`src/design/pcss_pkg.sv`:
```
package pcss_pkg;
    // AXI4-Lite geometry
    localparam int AXI_AW = 16;
    localparam int AXI_DW = 32;
    localparam int AXI_SW = 4;
    localparam logic [1:0] RESP_OKAY = 2'h0;
    localparam logic [1:0] RESP_SLVERR = 2'h2;

    // Register byte offsets within the block
    localparam logic [AXI_AW-1:0] OFF_CTRL = 16'h1800;
    localparam logic [AXI_AW-1:0] OFF_SLEEP = 16'h1804;
    localparam logic [AXI_AW-1:0] OFF_STATUS = 16'h1808;

    // Implemented widths and reset values
    localparam int CTRL_W = 8;
    localparam int SLEEP_W = 2;
    localparam int STATUS_W = 14;
    localparam logic [CTRL_W-1:0] CTRL_RESET = 8'h00;
    localparam logic [SLEEP_W-1:0] SLEEP_RESET = 2'h0;
    localparam logic [STATUS_W-1:0] STATUS_RESET = 14'h0000;

    // socket_control fields
    localparam int C_RST0 = 0;
    localparam int C_RST1 = 1;
    localparam int C_FLT0 = 2;
    localparam int C_FLT1 = 3;
    localparam int C_WAIT0 = 4;
    localparam int C_WAIT1 = 5;
    localparam int C_VSEL_LO = 6;
    localparam int C_VSEL_HI = 7;

    // socket_sleep_state fields
    localparam int SL_SOCK0 = 0;
    localparam int SL_SOCK1 = 1;

    // socket_status fields
    localparam int ST_RDY0 = 0;
    localparam int ST_RDY1 = 1;
    localparam int ST_CDV0 = 2;
    localparam int ST_CDV1 = 3;
    localparam int ST_VS1_0 = 4;
    localparam int ST_VS2_0 = 5;
    localparam int ST_VS1_1 = 6;
    localparam int ST_VS2_1 = 7;
    localparam int ST_WP0 = 8;
    localparam int ST_WP1 = 9;
    localparam int ST_BVD1_0 = 10;
    localparam int ST_BVD2_0 = 11;
    localparam int ST_BVD1_1 = 12;
    localparam int ST_BVD2_1 = 13;

    // Card-side pin groups
    localparam int DATA_W = 16;
    localparam int HOST_AW = 26;
    localparam int S0_AW = 26;
    localparam int S1_AW = 11;
    localparam int STB_W = 7;
    localparam int STB_OE = 0;
    localparam int STB_IOR = 1;
    localparam int STB_IOW = 2;
    localparam int STB_CE1 = 3;
    localparam int STB_CE2 = 4;
    localparam int STB_WE = 5;
    localparam int STB_REG = 6;

    // Per-socket card input vector
    localparam int IN_W = 9;
    localparam int IN_RDY = 0;
    localparam int IN_CD1 = 1;
    localparam int IN_CD2 = 2;
    localparam int IN_VS1 = 3;
    localparam int IN_VS2 = 4;
    localparam int IN_WP = 5;
    localparam int IN_BVD1 = 6;
    localparam int IN_BVD2 = 7;
    localparam int IN_WAIT = 8;
    localparam int SYNC_W = 2 * IN_W + 2 * DATA_W;

    typedef enum logic [1:0] {PCSS_SEL_CTRL, PCSS_SEL_SLEEP, PCSS_SEL_STATUS, PCSS_SEL_NONE} pcss_sel_t;
endpackage

```
`src/design/pcss_sock_if.sv`:
```
`timescale 1ns/10ps
interface pcss_sock_if;
    logic sleep;
    logic float_n;
    logic sleep_drive;
    logic card_reset;
    logic card_absent;
    modport ctrl (output sleep, output float_n, output sleep_drive, output card_reset, output card_absent);
    modport sock (input sleep, input float_n, input sleep_drive, input card_reset, input card_absent);
endinterface

```
`src/design/pcss_sync.sv`:
```
`timescale 1ns/10ps
module pcss_sync #(
    parameter int WIDTH = 1
) (
    input wire logic clk,
    input wire logic rst,
    input wire logic [WIDTH-1:0] d,
    output logic [WIDTH-1:0] q
);
    logic [WIDTH-1:0] meta_reg;

    always_ff @(posedge clk)
    begin
        if (rst)
        begin
            meta_reg <= '0;
            q <= '0;
        end
        else
        begin
            meta_reg <= d;
            q <= meta_reg;
        end
    end
endmodule

```
`src/design/pcss_sock_drive.sv`:
```
`timescale 1ns/10ps
module pcss_sock_drive #(
    parameter int ADDR_W = 26,
    parameter logic SEL_VAL = 1'b0
) (
    input wire logic clk,
    input wire logic rst,
    pcss_sock_if.sock ctl,
    input wire logic [ADDR_W-1:0] host_addr,
    input wire logic [pcss_pkg::DATA_W-1:0] host_wdata,
    input wire logic [pcss_pkg::STB_W-1:0] host_strobe_n,
    input wire logic host_sock_sel,
    output logic [pcss_pkg::DATA_W-1:0] data_o,
    output logic data_oe,
    output logic [ADDR_W-1:0] addr_o,
    output logic addr_oe,
    output logic [pcss_pkg::STB_W-1:0] strobe_n,
    output logic strobe_oe,
    output logic reset_o,
    output logic reset_oe
);
    logic selected;
    logic present;
    logic ce_idle;

    assign selected = host_sock_sel == SEL_VAL;
    assign present = !ctl.card_absent;
    assign ce_idle = host_strobe_n[pcss_pkg::STB_CE1] && host_strobe_n[pcss_pkg::STB_CE2];

    // Bus pins
    always_ff @(posedge clk)
    begin
        if (rst || !ctl.float_n)
        begin
            data_o <= '0;
            data_oe <= 1'b0;
            addr_o <= '0;
            addr_oe <= 1'b0;
        end
        else if (ctl.sleep)
        begin
            data_o <= '0;
            data_oe <= ctl.sleep_drive;
            addr_o <= '0;
            addr_oe <= ctl.sleep_drive;
        end
        else
        begin
            data_o <= host_wdata;
            // Released while the card is being read so it can drive back
            data_oe <= present && selected && host_strobe_n[pcss_pkg::STB_IOR] && host_strobe_n[pcss_pkg::STB_OE];
            addr_o <= (selected && !ce_idle) ? host_addr : '0;
            addr_oe <= present;
        end
    end

    // Strobes and card reset
    always_ff @(posedge clk)
    begin
        if (rst || !ctl.float_n)
        begin
            strobe_n <= '1;
            strobe_oe <= 1'b0;
            reset_o <= 1'b0;
            reset_oe <= 1'b0;
        end
        else if (ctl.sleep)
        begin
            strobe_n <= '1;
            strobe_oe <= ctl.sleep_drive;
            reset_o <= 1'b0;
            reset_oe <= ctl.sleep_drive;
        end
        else
        begin
            strobe_n <= (present && selected) ? host_strobe_n : '1;
            strobe_oe <= 1'b1;
            reset_o <= ctl.card_reset;
            reset_oe <= 1'b1;
        end
    end
endmodule

```
`src/design/pcss_top.sv`:
```
`timescale 1ns/10ps
module pcss_top (
    input wire logic clk,
    input wire logic rst,
    input wire logic [pcss_pkg::AXI_AW-1:0] s_axi_awaddr,
    input wire logic s_axi_awvalid,
    output logic s_axi_awready,
    input wire logic [pcss_pkg::AXI_DW-1:0] s_axi_wdata,
    input wire logic [pcss_pkg::AXI_SW-1:0] s_axi_wstrb,
    input wire logic s_axi_wvalid,
    output logic s_axi_wready,
    output logic [1:0] s_axi_bresp,
    output logic s_axi_bvalid,
    input wire logic s_axi_bready,
    input wire logic [pcss_pkg::AXI_AW-1:0] s_axi_araddr,
    input wire logic s_axi_arvalid,
    output logic s_axi_arready,
    output logic [pcss_pkg::AXI_DW-1:0] s_axi_rdata,
    output logic [1:0] s_axi_rresp,
    output logic s_axi_rvalid,
    input wire logic s_axi_rready,
    input wire logic sleep_in,
    input wire logic [pcss_pkg::HOST_AW-1:0] host_addr,
    input wire logic [pcss_pkg::DATA_W-1:0] host_wdata,
    input wire logic [pcss_pkg::STB_W-1:0] host_strobe_n,
    input wire logic host_sock_sel,
    output logic host_wait_out_n,
    output logic [pcss_pkg::DATA_W-1:0] host_card_rdata,
    output logic [1:0] card_voltage_select,
    input wire logic [pcss_pkg::IN_W-1:0] sock0_card_in,
    input wire logic [pcss_pkg::IN_W-1:0] sock1_card_in,
    input wire logic [pcss_pkg::DATA_W-1:0] sock0_data_in,
    output logic [pcss_pkg::DATA_W-1:0] sock0_data_o,
    output logic sock0_data_oe,
    output logic [pcss_pkg::S0_AW-1:0] sock0_addr_o,
    output logic sock0_addr_oe,
    output logic [pcss_pkg::STB_W-1:0] sock0_strobe_n,
    output logic sock0_strobe_oe,
    output logic sock0_reset_o,
    output logic sock0_reset_oe,
    input wire logic [pcss_pkg::DATA_W-1:0] sock1_data_in,
    output logic [pcss_pkg::DATA_W-1:0] sock1_data_o,
    output logic sock1_data_oe,
    output logic [pcss_pkg::S1_AW-1:0] sock1_addr_o,
    output logic sock1_addr_oe,
    output logic [pcss_pkg::STB_W-1:0] sock1_strobe_n,
    output logic sock1_strobe_oe,
    output logic sock1_reset_o,
    output logic sock1_reset_oe
);
    // No power-switch pins here: those belong to the GPIO port

    logic [pcss_pkg::CTRL_W-1:0] ctrl_reg;
    logic [pcss_pkg::SLEEP_W-1:0] sleep_reg;
    logic [pcss_pkg::STATUS_W-1:0] status_reg;
    logic [pcss_pkg::SYNC_W-1:0] sync_q;
    logic [pcss_pkg::IN_W-1:0] s0_in;
    logic [pcss_pkg::IN_W-1:0] s1_in;
    logic [pcss_pkg::DATA_W-1:0] s0_rd;
    logic [pcss_pkg::DATA_W-1:0] s1_rd;

    logic aw_full_reg;
    logic w_full_reg;
    logic [pcss_pkg::AXI_AW-1:0] aw_addr_reg;
    logic [pcss_pkg::AXI_DW-1:0] w_data_reg;
    logic [pcss_pkg::AXI_SW-1:0] w_strb_reg;
    logic aw_hs;
    logic w_hs;
    logic ar_hs;
    logic wr_go;
    pcss_pkg::pcss_sel_t wr_sel;
    pcss_pkg::pcss_sel_t rd_sel;

    function automatic pcss_pkg::pcss_sel_t pcss_decode(input logic [pcss_pkg::AXI_AW-1:0] addr);
        pcss_pkg::pcss_sel_t sel;
        if (addr[pcss_pkg::AXI_AW-1:2] == pcss_pkg::OFF_CTRL[pcss_pkg::AXI_AW-1:2])
            sel = pcss_pkg::PCSS_SEL_CTRL;
        else if (addr[pcss_pkg::AXI_AW-1:2] == pcss_pkg::OFF_SLEEP[pcss_pkg::AXI_AW-1:2])
            sel = pcss_pkg::PCSS_SEL_SLEEP;
        else if (addr[pcss_pkg::AXI_AW-1:2] == pcss_pkg::OFF_STATUS[pcss_pkg::AXI_AW-1:2])
            sel = pcss_pkg::PCSS_SEL_STATUS;
        else
            sel = pcss_pkg::PCSS_SEL_NONE;
        return sel;
    endfunction

    // Card pins are asynchronous to clk
    pcss_sync #(
        .WIDTH(pcss_pkg::SYNC_W)
    ) u_sync (
        .clk(clk),
        .rst(rst),
        .d({sock1_data_in, sock0_data_in, sock1_card_in, sock0_card_in}),
        .q(sync_q)
    );

    assign {s1_rd, s0_rd, s1_in, s0_in} = sync_q;

    // Write address and data are taken independently, then applied together
    assign aw_hs = s_axi_awvalid && s_axi_awready;
    assign w_hs = s_axi_wvalid && s_axi_wready;
    assign ar_hs = s_axi_arvalid && s_axi_arready;
    assign wr_go = aw_full_reg && w_full_reg && !s_axi_bvalid;
    assign wr_sel = pcss_decode(aw_addr_reg);
    assign rd_sel = pcss_decode(s_axi_araddr);

    always_ff @(posedge clk)
    begin
        if (rst)
        begin
            aw_full_reg <= 1'b0;
            s_axi_awready <= 1'b0;
            aw_addr_reg <= '0;
        end
        else
        begin
            if (aw_hs)
                aw_addr_reg <= s_axi_awaddr;
            aw_full_reg <= (aw_full_reg && !wr_go) || aw_hs;
            s_axi_awready <= aw_full_reg ? wr_go : !aw_hs;
        end
    end

    always_ff @(posedge clk)
    begin
        if (rst)
        begin
            w_full_reg <= 1'b0;
            s_axi_wready <= 1'b0;
            w_data_reg <= '0;
            w_strb_reg <= '0;
        end
        else
        begin
            if (w_hs)
            begin
                w_data_reg <= s_axi_wdata;
                w_strb_reg <= s_axi_wstrb;
            end
            w_full_reg <= (w_full_reg && !wr_go) || w_hs;
            s_axi_wready <= w_full_reg ? wr_go : !w_hs;
        end
    end

    always_ff @(posedge clk)
    begin
        if (rst)
        begin
            s_axi_bvalid <= 1'b0;
            s_axi_bresp <= pcss_pkg::RESP_OKAY;
        end
        else if (wr_go)
        begin
            s_axi_bvalid <= 1'b1;
            // Status writes are accepted quietly; only holes in the map get an error
            s_axi_bresp <= (wr_sel == pcss_pkg::PCSS_SEL_NONE) ? pcss_pkg::RESP_SLVERR : pcss_pkg::RESP_OKAY;
        end
        else if (s_axi_bready)
            s_axi_bvalid <= 1'b0;
    end

    // Only byte lane 0 holds writable bits
    always_ff @(posedge clk)
    begin
        if (rst)
            ctrl_reg <= pcss_pkg::CTRL_RESET;
        else if (wr_go && wr_sel == pcss_pkg::PCSS_SEL_CTRL && w_strb_reg[0])
            ctrl_reg <= w_data_reg[pcss_pkg::CTRL_W-1:0];
    end

    always_ff @(posedge clk)
    begin
        if (rst)
            sleep_reg <= pcss_pkg::SLEEP_RESET;
        else if (wr_go && wr_sel == pcss_pkg::PCSS_SEL_SLEEP && w_strb_reg[0])
            sleep_reg <= w_data_reg[pcss_pkg::SLEEP_W-1:0];
    end

    always_ff @(posedge clk)
    begin
        if (rst)
            status_reg <= pcss_pkg::STATUS_RESET;
        else
        begin
            status_reg[pcss_pkg::ST_RDY0] <= s0_in[pcss_pkg::IN_RDY];
            status_reg[pcss_pkg::ST_RDY1] <= s1_in[pcss_pkg::IN_RDY];
            status_reg[pcss_pkg::ST_CDV0] <= s0_in[pcss_pkg::IN_CD1] || s0_in[pcss_pkg::IN_CD2];
            status_reg[pcss_pkg::ST_CDV1] <= s1_in[pcss_pkg::IN_CD1] || s1_in[pcss_pkg::IN_CD2];
            status_reg[pcss_pkg::ST_VS1_0] <= s0_in[pcss_pkg::IN_VS1];
            status_reg[pcss_pkg::ST_VS2_0] <= s0_in[pcss_pkg::IN_VS2];
            status_reg[pcss_pkg::ST_VS1_1] <= s1_in[pcss_pkg::IN_VS1];
            status_reg[pcss_pkg::ST_VS2_1] <= s1_in[pcss_pkg::IN_VS2];
            status_reg[pcss_pkg::ST_WP0] <= s0_in[pcss_pkg::IN_WP];
            status_reg[pcss_pkg::ST_WP1] <= s1_in[pcss_pkg::IN_WP];
            status_reg[pcss_pkg::ST_BVD1_0] <= s0_in[pcss_pkg::IN_BVD1];
            status_reg[pcss_pkg::ST_BVD2_0] <= s0_in[pcss_pkg::IN_BVD2];
            status_reg[pcss_pkg::ST_BVD1_1] <= s1_in[pcss_pkg::IN_BVD1];
            status_reg[pcss_pkg::ST_BVD2_1] <= s1_in[pcss_pkg::IN_BVD2];
        end
    end

    always_ff @(posedge clk)
    begin
        if (rst)
        begin
            s_axi_arready <= 1'b0;
            s_axi_rvalid <= 1'b0;
            s_axi_rdata <= '0;
            s_axi_rresp <= pcss_pkg::RESP_OKAY;
        end
        else
        begin
            s_axi_arready <= !ar_hs && (!s_axi_rvalid || s_axi_rready);
            if (ar_hs)
            begin
                s_axi_rvalid <= 1'b1;
                s_axi_rdata <= '0;
                s_axi_rresp <= pcss_pkg::RESP_OKAY;
                if (rd_sel == pcss_pkg::PCSS_SEL_CTRL)
                    s_axi_rdata[pcss_pkg::CTRL_W-1:0] <= ctrl_reg;
                else if (rd_sel == pcss_pkg::PCSS_SEL_SLEEP)
                    s_axi_rdata[pcss_pkg::SLEEP_W-1:0] <= sleep_reg;
                else if (rd_sel == pcss_pkg::PCSS_SEL_STATUS)
                    s_axi_rdata[pcss_pkg::STATUS_W-1:0] <= status_reg;
                else
                    s_axi_rresp <= pcss_pkg::RESP_SLVERR;
            end
            else if (s_axi_rready)
                s_axi_rvalid <= 1'b0;
        end
    end

    // Host-side wait and read-back paths
    always_ff @(posedge clk)
    begin
        if (rst)
        begin
            host_wait_out_n <= 1'b1;
            host_card_rdata <= '0;
        end
        else
        begin
            host_wait_out_n <= !((ctrl_reg[pcss_pkg::C_WAIT0] && !s0_in[pcss_pkg::IN_WAIT])
                || (ctrl_reg[pcss_pkg::C_WAIT1] && !s1_in[pcss_pkg::IN_WAIT]));
            host_card_rdata <= host_sock_sel ? s1_rd : s0_rd;
        end
    end

    assign card_voltage_select = ctrl_reg[pcss_pkg::C_VSEL_HI:pcss_pkg::C_VSEL_LO];

    pcss_sock_if sock0_ctl ();
    pcss_sock_if sock1_ctl ();

    // Sleep is taken unregistered so the pin registers switch on the next edge
    assign sock0_ctl.sleep = sleep_in;
    assign sock1_ctl.sleep = sleep_in;
    assign sock0_ctl.float_n = ctrl_reg[pcss_pkg::C_FLT0];
    assign sock1_ctl.float_n = ctrl_reg[pcss_pkg::C_FLT1];
    assign sock0_ctl.sleep_drive = sleep_reg[pcss_pkg::SL_SOCK0];
    assign sock1_ctl.sleep_drive = sleep_reg[pcss_pkg::SL_SOCK1];
    assign sock0_ctl.card_reset = ctrl_reg[pcss_pkg::C_RST0];
    assign sock1_ctl.card_reset = ctrl_reg[pcss_pkg::C_RST1];
    assign sock0_ctl.card_absent = s0_in[pcss_pkg::IN_CD1] || s0_in[pcss_pkg::IN_CD2];
    assign sock1_ctl.card_absent = s1_in[pcss_pkg::IN_CD1] || s1_in[pcss_pkg::IN_CD2];

    pcss_sock_drive #(
        .ADDR_W(pcss_pkg::S0_AW),
        .SEL_VAL(1'b0)
    ) u_sock0 (
        .clk(clk),
        .rst(rst),
        .ctl(sock0_ctl),
        .host_addr(host_addr[pcss_pkg::S0_AW-1:0]),
        .host_wdata(host_wdata),
        .host_strobe_n(host_strobe_n),
        .host_sock_sel(host_sock_sel),
        .data_o(sock0_data_o),
        .data_oe(sock0_data_oe),
        .addr_o(sock0_addr_o),
        .addr_oe(sock0_addr_oe),
        .strobe_n(sock0_strobe_n),
        .strobe_oe(sock0_strobe_oe),
        .reset_o(sock0_reset_o),
        .reset_oe(sock0_reset_oe)
    );

    pcss_sock_drive #(
        .ADDR_W(pcss_pkg::S1_AW),
        .SEL_VAL(1'b1)
    ) u_sock1 (
        .clk(clk),
        .rst(rst),
        .ctl(sock1_ctl),
        .host_addr(host_addr[pcss_pkg::S1_AW-1:0]),
        .host_wdata(host_wdata),
        .host_strobe_n(host_strobe_n),
        .host_sock_sel(host_sock_sel),
        .data_o(sock1_data_o),
        .data_oe(sock1_data_oe),
        .addr_o(sock1_addr_o),
        .addr_oe(sock1_addr_oe),
        .strobe_n(sock1_strobe_n),
        .strobe_oe(sock1_strobe_oe),
        .reset_o(sock1_reset_o),
        .reset_oe(sock1_reset_oe)
    );
endmodule

```
`config.mk`:
```
export PLATFORM = sky130hd
export DESIGN_NAME = pcss_top
export DESIGN_NICKNAME = d
export VERILOG_FILES = /design/src/design/pcss_pkg.sv /design/src/design/pcss_sock_if.sv /design/src/design/pcss_sync.sv /design/src/design/pcss_sock_drive.sv /design/src/design/pcss_top.sv
export SDC_FILE = /design/constraint.sdc
export NUM_CORES = 1
export LEC_CHECK = 0
export BUFFER_PORTS_ARGS = -buffer_cell sky130_fd_sc_hd__buf_4
export CAP_MARGIN = 30
export CORE_MARGIN = 4
export CORE_UTILIZATION = 52
export CTS_CLUSTER_SIZE = 28
export DETAILED_ROUTE_END_ITERATION = 10
export GPL_TIMING_DRIVEN = 0
export PLACE_DENSITY = 0.88
export SLEW_MARGIN = 20
export SYNTH_ARGS = -nofsm -noshare
export SYNTH_HDL_FRONTEND = slang
export SYNTH_SLANG_ARGS = --single-unit
```
`constraint.sdc`:
```
create_clock -name clk -period 2 [get_ports clk]
set_clock_uncertainty 0.05 [all_clocks]
set_input_delay 0 -clock clk [delete_from_list [all_inputs] [get_ports clk]]
set_output_delay 0 -clock clk [all_outputs]
set_load 0.005 [all_outputs]
```
==> metrics.cfg, run 1 <==
[floorplanning]
initial_core_util_pct = 53.53
coreArea_um2 = 16000
die_h_um = 136.3
die_x_um = 136.3
dieArea_um2 = 18590
pin_count = 329
rows = 46

[critical_path]
crit_path_cell_trace = nand2_1, nand4b_1, dlygate4sd3_1, nor2_1, a22o_1
regToRegSetupSlack_ps = 130
critPathMaxFanout = 4
critPathLaunchType = register
r2r_start = s_axi_arready$_SDFF_PP0_
crit_path_end = s_axi_rdata[0]$_SDFFE_PP0P_
crit_start = s_axi_arready$_SDFF_PP0_
worst_path_largest_cell_delay_ps = 640
path_depth = 5
rr_endpoint = s_axi_rdata[0]$_SDFFE_PP0P_
end_kind = register
path_class = reg2reg
cp_top_family = buffers and inverters
cp.buffers_inverters = 1
cp.arrival_ps = 2270
critPathSlowestCell = dlygate4sd3_1
r2r_cells = 5
crit_required_ps = 2400

[cts]
clk_pin_slew_ps = 70
cts-htree-levels = 1
cts_tree = done
cts_buffers = 26
clock_latency_ps = 510
clk_root_buffer_cell = clkbuf_16
clockBufferDepth = 3
post_cts_buffers = 0
cts_sinks = 278

[synth]
synthXorXnorAreaFrac_pct = 0
synth_compound_area_share_pct = 4.719
yosys.area.top_type = dfxtp_1
synthAdderAreaFrac_pct = 0
synthArstFlopShare_pct = 0
yosysUniqueCellTypes = 42
netlist_area_um2 = 8564
synth_cells = 776
muxShareOfSynthArea_pct = 3.039
avgSynthCellArea_um2 = 11.04
yosysWarnings = 0
synth_top_family_by_area = simple AND/OR/NAND/NOR gates
synthSimpleGateAreaFrac_pct = 22.83
synth_seq_cells = 278
synth_top_cell_area_share_pct = 64.98
synth_area_leaders = dfxtp_1 65%, nor2b_1 8.5%, and2_1 5.1%
synth-edff-count = 0
synth_ff_type = dfxtp_1
ys_seq_area_share_pct = 64.98

[sta]
rsz0062_at_grt = no
max_slew.worst_pin.slew_ps = 663.6
setup-tns-final_ps = 0
relSlewSlack_pct = 55.76
setup_viol = 0
fmax_mhz = 533.7
maxSlewViolCount = 0
hold_viol = 0
min_period_ps = 1874
setup_ws_ps = 126.3
fin_crit_sh_pct = 93.68

[run]
max_cap_violations = 0

[power]
p_sw_share_pct = 21.36
p_total_mw = 11.63
clkPwrFrac_pct = 42.8
power.internal_mw = 9.145
seq_power_share_pct = 49.4
power.density_nw_per_um2 = 869.0
irDropWorstVdd_mv = 0.7128
pwr-share-comb_pct = 7.8
p_switching_mw = 2.484
p_leak_nw = 5.986

[detailed_routing]
drt_first_iter_violations = 327
final_antenna_net_count = 0
drt_wl_total_mm = 28.28
first_pass_iters = 5
wl_per_cell_um = 18.98
vias = 7348
vias_per_cell = 4.932
drc = 0

[grt]
grt_overflow = 0
grt_pass1_vias = 8034
gr-usage-all-layers_pct = 29.57
antenna_found_initial = 2
grt_max_degree = 16
grt_pass1_wl_mm = 42.72

[layout]
area_delta_synth_final_pct = 56.26
layout.nets = 1427
final_core_util_pct = 83.64
final_cells = 1490
layout-drive-gt1-share_pct = 30.68
n_fill_cell = 777

[min_path]
worstHoldPathCells = 5
hp-class = in2reg

[outcome]
status = completed

[placement]
dp_slack_ps = 254.0
hpwl_mm = 16.02
dp.cells = 1288
port_buffers = 277
gp_congestion = 0.7855

-- cells by family after synthesis --
kind of cell / count (synthesis)
simple gates: 335
flops: 278
compound gates: 71
buf+inv: 65
mux: 26
other cells: 1
-- repair_timing --
action | in CTS | in global routing
endpoints found under the hold margin | 176 | 0
hold buffers | 151 | 0
setup endpoints to repair | 0 | 8
resized for setup | 0 | 7
-- cell type report --
| cell class | count | area, um^2 | share of cell area [%] |
|---|---|---|---|
| Inverter | 4 | 15.01 | 0.1122 |
| Multi-Input combinational cell | 452 | 2695 | 20.14 |
| Tap cell | 216 | 270.3 | 2.019 |
| Sequential cell | 278 | 5565 | 41.59 |
| Timing Repair Buffer | 428 | 3591 | 26.83 |
| Buffer | 61 | 364.1 | 2.721 |
| Clock inverter | 11 | 111.4 | 0.8321 |
| Clock buffer | 37 | 763.2 | 5.703 |
| Antenna cell | 3 | 7.507 | 0.05610 |
-- metal layers --
metal / vias up / global-route usage [%] / share of wire, % / wire [um]
met2: 349 / 56.93 / 53 / 15010
met1: 3499 / 30.30 / 35 / 9949
met5: - / 0 / 0 / 0
li1: 3406 / - / - / -
met4: 0 / 12.71 / 4.2 / 1197
met3: 94 / 6.699 / 7.5 / 2128
-- cells in the final DEF (no fill, tap or decap), drive strengths merged --
master / synthesis / routed
o22ai: 1 / 1
bufinv: 0 / 2
nor4bb: 1 / 1
dlygate4sd3: 0 / 151
or3: 1 / 1
a221oi: 1 / 1
nand2b: 7 / 7
a22o: 8 / 8
and4: 1 / 1
conb: 1 / 20
nand3b: 3 / 3
nand4b: 2 / 2
clkbuf: 19 / 55
diode: 0 / 3
o21a: 4 / 4
clkinv: 0 / 7
nor3: 2 / 2
and4b: 1 / 1
nor3b: 4 / 4
nand2: 60 / 60
and3b: 1 / 1
dfxtp: 278 / 278
clkinvlp: 0 / 1
nor4b: 5 / 5
or2: 14 / 14
and2: 75 / 75
inv: 4 / 5
nand3: 11 / 11
o21ai: 17 / 17
mux2i: 26 / 26
a21boi: 1 / 1
nor2: 26 / 26
a31oi: 1 / 1
nor2b: 116 / 116
a21oi: 38 / 38
nor4: 4 / 4
buf: 42 / 320
and3: 1 / 1
-- worst min-delay path by stage --
stage,from,to
finish,s_axi_awvalid,s_axi_awready$_SDFF_PP0_
global route,s_axi_araddr[3],s_axi_rdata[12]$_SDFFE_PP0P_
CTS,s_axi_araddr[14],s_axi_rdata[3]$_SDFFE_PP0P_
floorplan,host_strobe_n[0],u_sock0.strobe_n[0]$_SDFF_PP1_
global placement,host_strobe_n[5],u_sock0.strobe_n[5]$_SDFF_PP1_
detailed placement,host_strobe_n[5],u_sock0.strobe_n[5]$_SDFF_PP1_
-- Yosys cell counts (all sizes together) (3+ instances only) --
cell type,n
a21oi,38
a22o,8
and2,75
buf,42
clkbuf,19
dfxtp,278
inv,4
mux2i,26
nand2,60
nand2b,7
nand3,11
nand3b,3
nor2,26
nor2b,116
nor3b,4
nor4,4
nor4b,5
o21a,4
o21ai,17
or2,14
-- worst min-delay path, stage by stage --
cell and delay [ps]:
buf_4 90, and2_1 130, clkbuf_2 170, o21a_1 130, nor2_1 30
-- stage by stage --
stage	hold slack (ps)	cell area, um^2
floorplan	56.58	8636
global placement	145.9	10990
detailed placement	149.0	10990
CTS	1.254	13370
global route	52.79	13380
finish	34.85	13380
-- power by group through the flow --
stage	sequential [mW]	combinational, mW	clock (mW)
after global routing	5.75	0.963	5.26
after floorplan	5.84	0.275	0
after detailed placement	5.86	0.612	0
after global placement	5.85	0.597	0
after CTS	5.74	0.855	4.99
final	5.74	0.902	4.98
(Power assumes the default switching activity.)
==> run 2: changes to the inputs <==
CORE_MARGIN = not set   (was 4)
GPL_TIMING_DRIVEN = not set   (was 0)
==> run 2 against run 1 <==
Combinational power fell by 7.0%. Setup slack improved by 21 ps. Register-to-register slack gained 20 ps. Sequential cell count did not move. Highest routed layer unchanged.
==> metrics.cfg, run 2 (same netlist as run 1, synthesis figures left out) <==
[outcome]
status = completed  ; unchanged

[floorplanning]
dieArea_um2 = 16990  ; was 18,590 um^2
coreArea_um2 = 16000  ; unchanged
pin_count = 329  ; unchanged
initial_core_util_pct = 53.53  ; unchanged
rows = 46  ; unchanged
die_x_um = 130.3  ; was 136.3 um
die_h_um = 130.3  ; was 136.3 um

[run]
max_cap_violations = 0  ; unchanged

[sta]
fmax_mhz = 539.7  ; was 533.7 MHz
setup_viol = 0  ; unchanged
hold_viol = 0  ; unchanged
setup-tns-final_ps = 0  ; unchanged
relSlewSlack_pct = 61.26  ; was 55.76%
max_slew.worst_pin.slew_ps = 579.8  ; was 663.6 ps
maxSlewViolCount = 0  ; unchanged
min_period_ps = 1853  ; was 1874 ps
rsz0062_at_grt = no  ; unchanged
setup_ws_ps = 147.2  ; was 126.3 ps
fin_crit_sh_pct = 92.64  ; was 93.68%

[layout]
layout.nets = 1365  ; was 1,427
fin_area_um2 = 13050  ; was 13,380 um^2
layout-drive-gt1-share_pct = 29.02  ; was 30.68%
n_fill_cell = 812  ; was 777
final_common_cell = buf_4  ; unchanged
mostFrequentLayoutCells = 283 x buf_4, 278 x dfxtp_1, 142 x dlygate4sd3_1, 116 x nor2b_1, 70 x and2_1  ; was 301 x buf_4, 278 x dfxtp_1, 151 x dlygate4sd3_1, 116 x nor2b_1, 70 x and2_1
area_delta_synth_final_pct = 52.32  ; was 56.26%
final_core_util_pct = 81.53  ; was 83.64%

[detailed_routing]
routed-wl-met2_mm = 13.92  ; was 15.01 mm
final_antenna_net_count = 0  ; unchanged
first_pass_iters = 4  ; was 5
wl_met3_mm = 1.773  ; was 2.128 mm
met1_length_mm = 9.173  ; was 9.949 mm
topRoutingLayerUsed = met4  ; unchanged
drc = 0  ; unchanged
drt_wl_total_mm = 26.27  ; was 28.28 mm
wl_per_cell_um = 18.46  ; was 18.98 um
vias = 6945  ; was 7,348
drt_first_iter_violations = 312  ; was 327
vias_per_cell = 4.881  ; was 4.932

[grt]
gr-usage-all-layers_pct = 29.55  ; was 29.57%
grt_overflow = 0  ; unchanged
grt_pass1_wl_mm = 37.67  ; was 42.72 mm
antenna_found_initial = 1  ; was 2
grt_pass1_vias = 7166  ; was 8,034
grt_max_degree = 67  ; was 16

[critical_path]
crit_required_ps = 2330  ; was 2400 ps
r2r_start = s_axi_bvalid$_SDFFE_PP0P_  ; was s_axi_arready$_SDFF_PP0_
rr_endpoint = ctrl_reg[6]$_SDFFE_PP0P_  ; was s_axi_rdata[0]$_SDFFE_PP0P_
critPathLaunchType = register  ; unchanged
path_class = reg2reg  ; unchanged
end_kind = register  ; unchanged
cp.arrival_ps = 2180  ; was 2270 ps
r2r_cells = 4  ; was 5
critPathMaxFanout = 8  ; was 4
regToRegSetupSlack_ps = 150  ; was 130 ps

[cts]
cts-htree-levels = 1  ; unchanged
cts_tree = done  ; unchanged
clk_pin_slew_ps = 60  ; was 70 ps
clockBufferDepth = 3  ; unchanged
cts_sinks = 278  ; unchanged
clk_root_buffer_cell = clkbuf_16  ; unchanged
clock_latency_ps = 520  ; was 510 ps
cts_buffers = 26  ; unchanged
post_cts_buffers = 0  ; unchanged

[power]
p_leak_nw = 5.723  ; was 5.986 nW
seq_power_share_pct = 48.4  ; was 49.4%
p_sw_share_pct = 20.60  ; was 21.36%
p_switching_mw = 2.447  ; was 2.484 mW
clkPwrFrac_pct = 44.6  ; was 42.8%
irDropWorstVdd_mv = 0.7987  ; was 0.7128 mV
power.internal_mw = 9.431  ; was 9.145 mW
p_total_mw = 11.88  ; was 11.63 mW
pwr-share-comb_pct = 7.1  ; was 7.8%
power.density_nw_per_um2 = 910.5  ; was 869.0 nW/um^2

[placement]
hpwl_mm = 13.43  ; was 16.02 mm
placed_area_um2 = 10700  ; was 10,990 um^2
gp_congestion = 0.7775  ; was 0.7855
port_buffers = 277  ; unchanged
dp_slack_ps = 326.5  ; was 254.0 ps

[min_path]
worstHoldPathCells = 5  ; unchanged
whs_endpoint = s_axi_rdata[0]$_SDFFE_PP0P_  ; was s_axi_awready$_SDFF_PP0_
hp-class = in2reg  ; unchanged
hold_start = s_axi_araddr[14]  ; was s_axi_awvalid

run 2: cell types whose count changed in the layout (fill, tap and decap cells not counted), moves of 3 or more:
cell	delta
clkbuf_1	-15
bufinv_16	+3
buf_2	-15
clkinv_2	-3
dlygate4sd3_1	-9
clkbuf_2	-3
buf_4	-18
run 2: what timing repair did:
| action | 4_1_cts | 5_1_grt |
|---|---|---|
| resized for setup | 0 | 0 |
| hold buffers | 142 | 0 |
| endpoints found under the hold margin | 204 | 0 |
run 2: area by class of cell:
type | count | area (um^2) | share of cell area (%)
diodes | 1 | 2.502 | 0.01918
clock buffers | 36 | 749.5 | 5.745
clock inverters | 9 | 170.2 | 1.304
inverters | 4 | 15.01 | 0.1151
multi-input cells | 452 | 2695 | 20.66
flip-flops and latches | 278 | 5565 | 42.66
well taps | 216 | 270.3 | 2.072
repair buffers | 427 | 3577 | 27.42
run 2: power groups by stage:
stage               sequential, mW  combinational [mW]  clock, mW
global route                  5.75               0.890       5.58
CTS                           5.73               0.796       5.28
finish                        5.75               0.839       5.29
detailed placement            5.86               0.562          0
global placement              5.85               0.550          0
floorplan                     5.84               0.275          0
run 2: through the flow:
stage,hold slack (ps),cells
3_5_place_dp,150.2,1235
4_1_cts,11.98,1422
2_1_floorplan,56.58,795
3_3_place_gp,151.7,1235
6_report,31.74,1423
5_1_grt,61.68,1423
run 2: metal layers:
layer	vias up	GRT usage (%)
met2	360	57.13
met4	0	16.50
met3	100	6.642
li1	3262	-
met5	-	0
met1	3223	28.79
run 2: worst max path at each step:
| stage | startpoint | to | slack, ps | cells past startpoint |
|---|---|---|---|---|
| finish | s_axi_bvalid$_SDFFE_PP0P_ | ctrl_reg[6]$_SDFFE_PP0P_ | 150 | 4 |
| global route | s_axi_bvalid$_SDFFE_PP0P_ | ctrl_reg[6]$_SDFFE_PP0P_ | 80 | 4 |
| CTS | s_axi_bvalid$_SDFFE_PP0P_ | ctrl_reg[7]$_SDFFE_PP0P_ | 320 | 4 |
| detailed placement | s_axi_bvalid$_SDFFE_PP0P_ | ctrl_reg[1]$_SDFFE_PP0P_ | 330 | 4 |
| global placement | s_axi_bvalid$_SDFFE_PP0P_ | ctrl_reg[6]$_SDFFE_PP0P_ | 430 | 4 |
| floorplan | s_axi_bvalid$_SDFFE_PP0P_ | ctrl_reg[0]$_SDFFE_PP0P_ | 700 | 5 |
run 2: critical path, stage by stage (launching register included):
cell      delay, ps
dfxtp_1         350
nand3b_1        350
nand4b_1        500
o21ai_0         320
a21oi_1         140
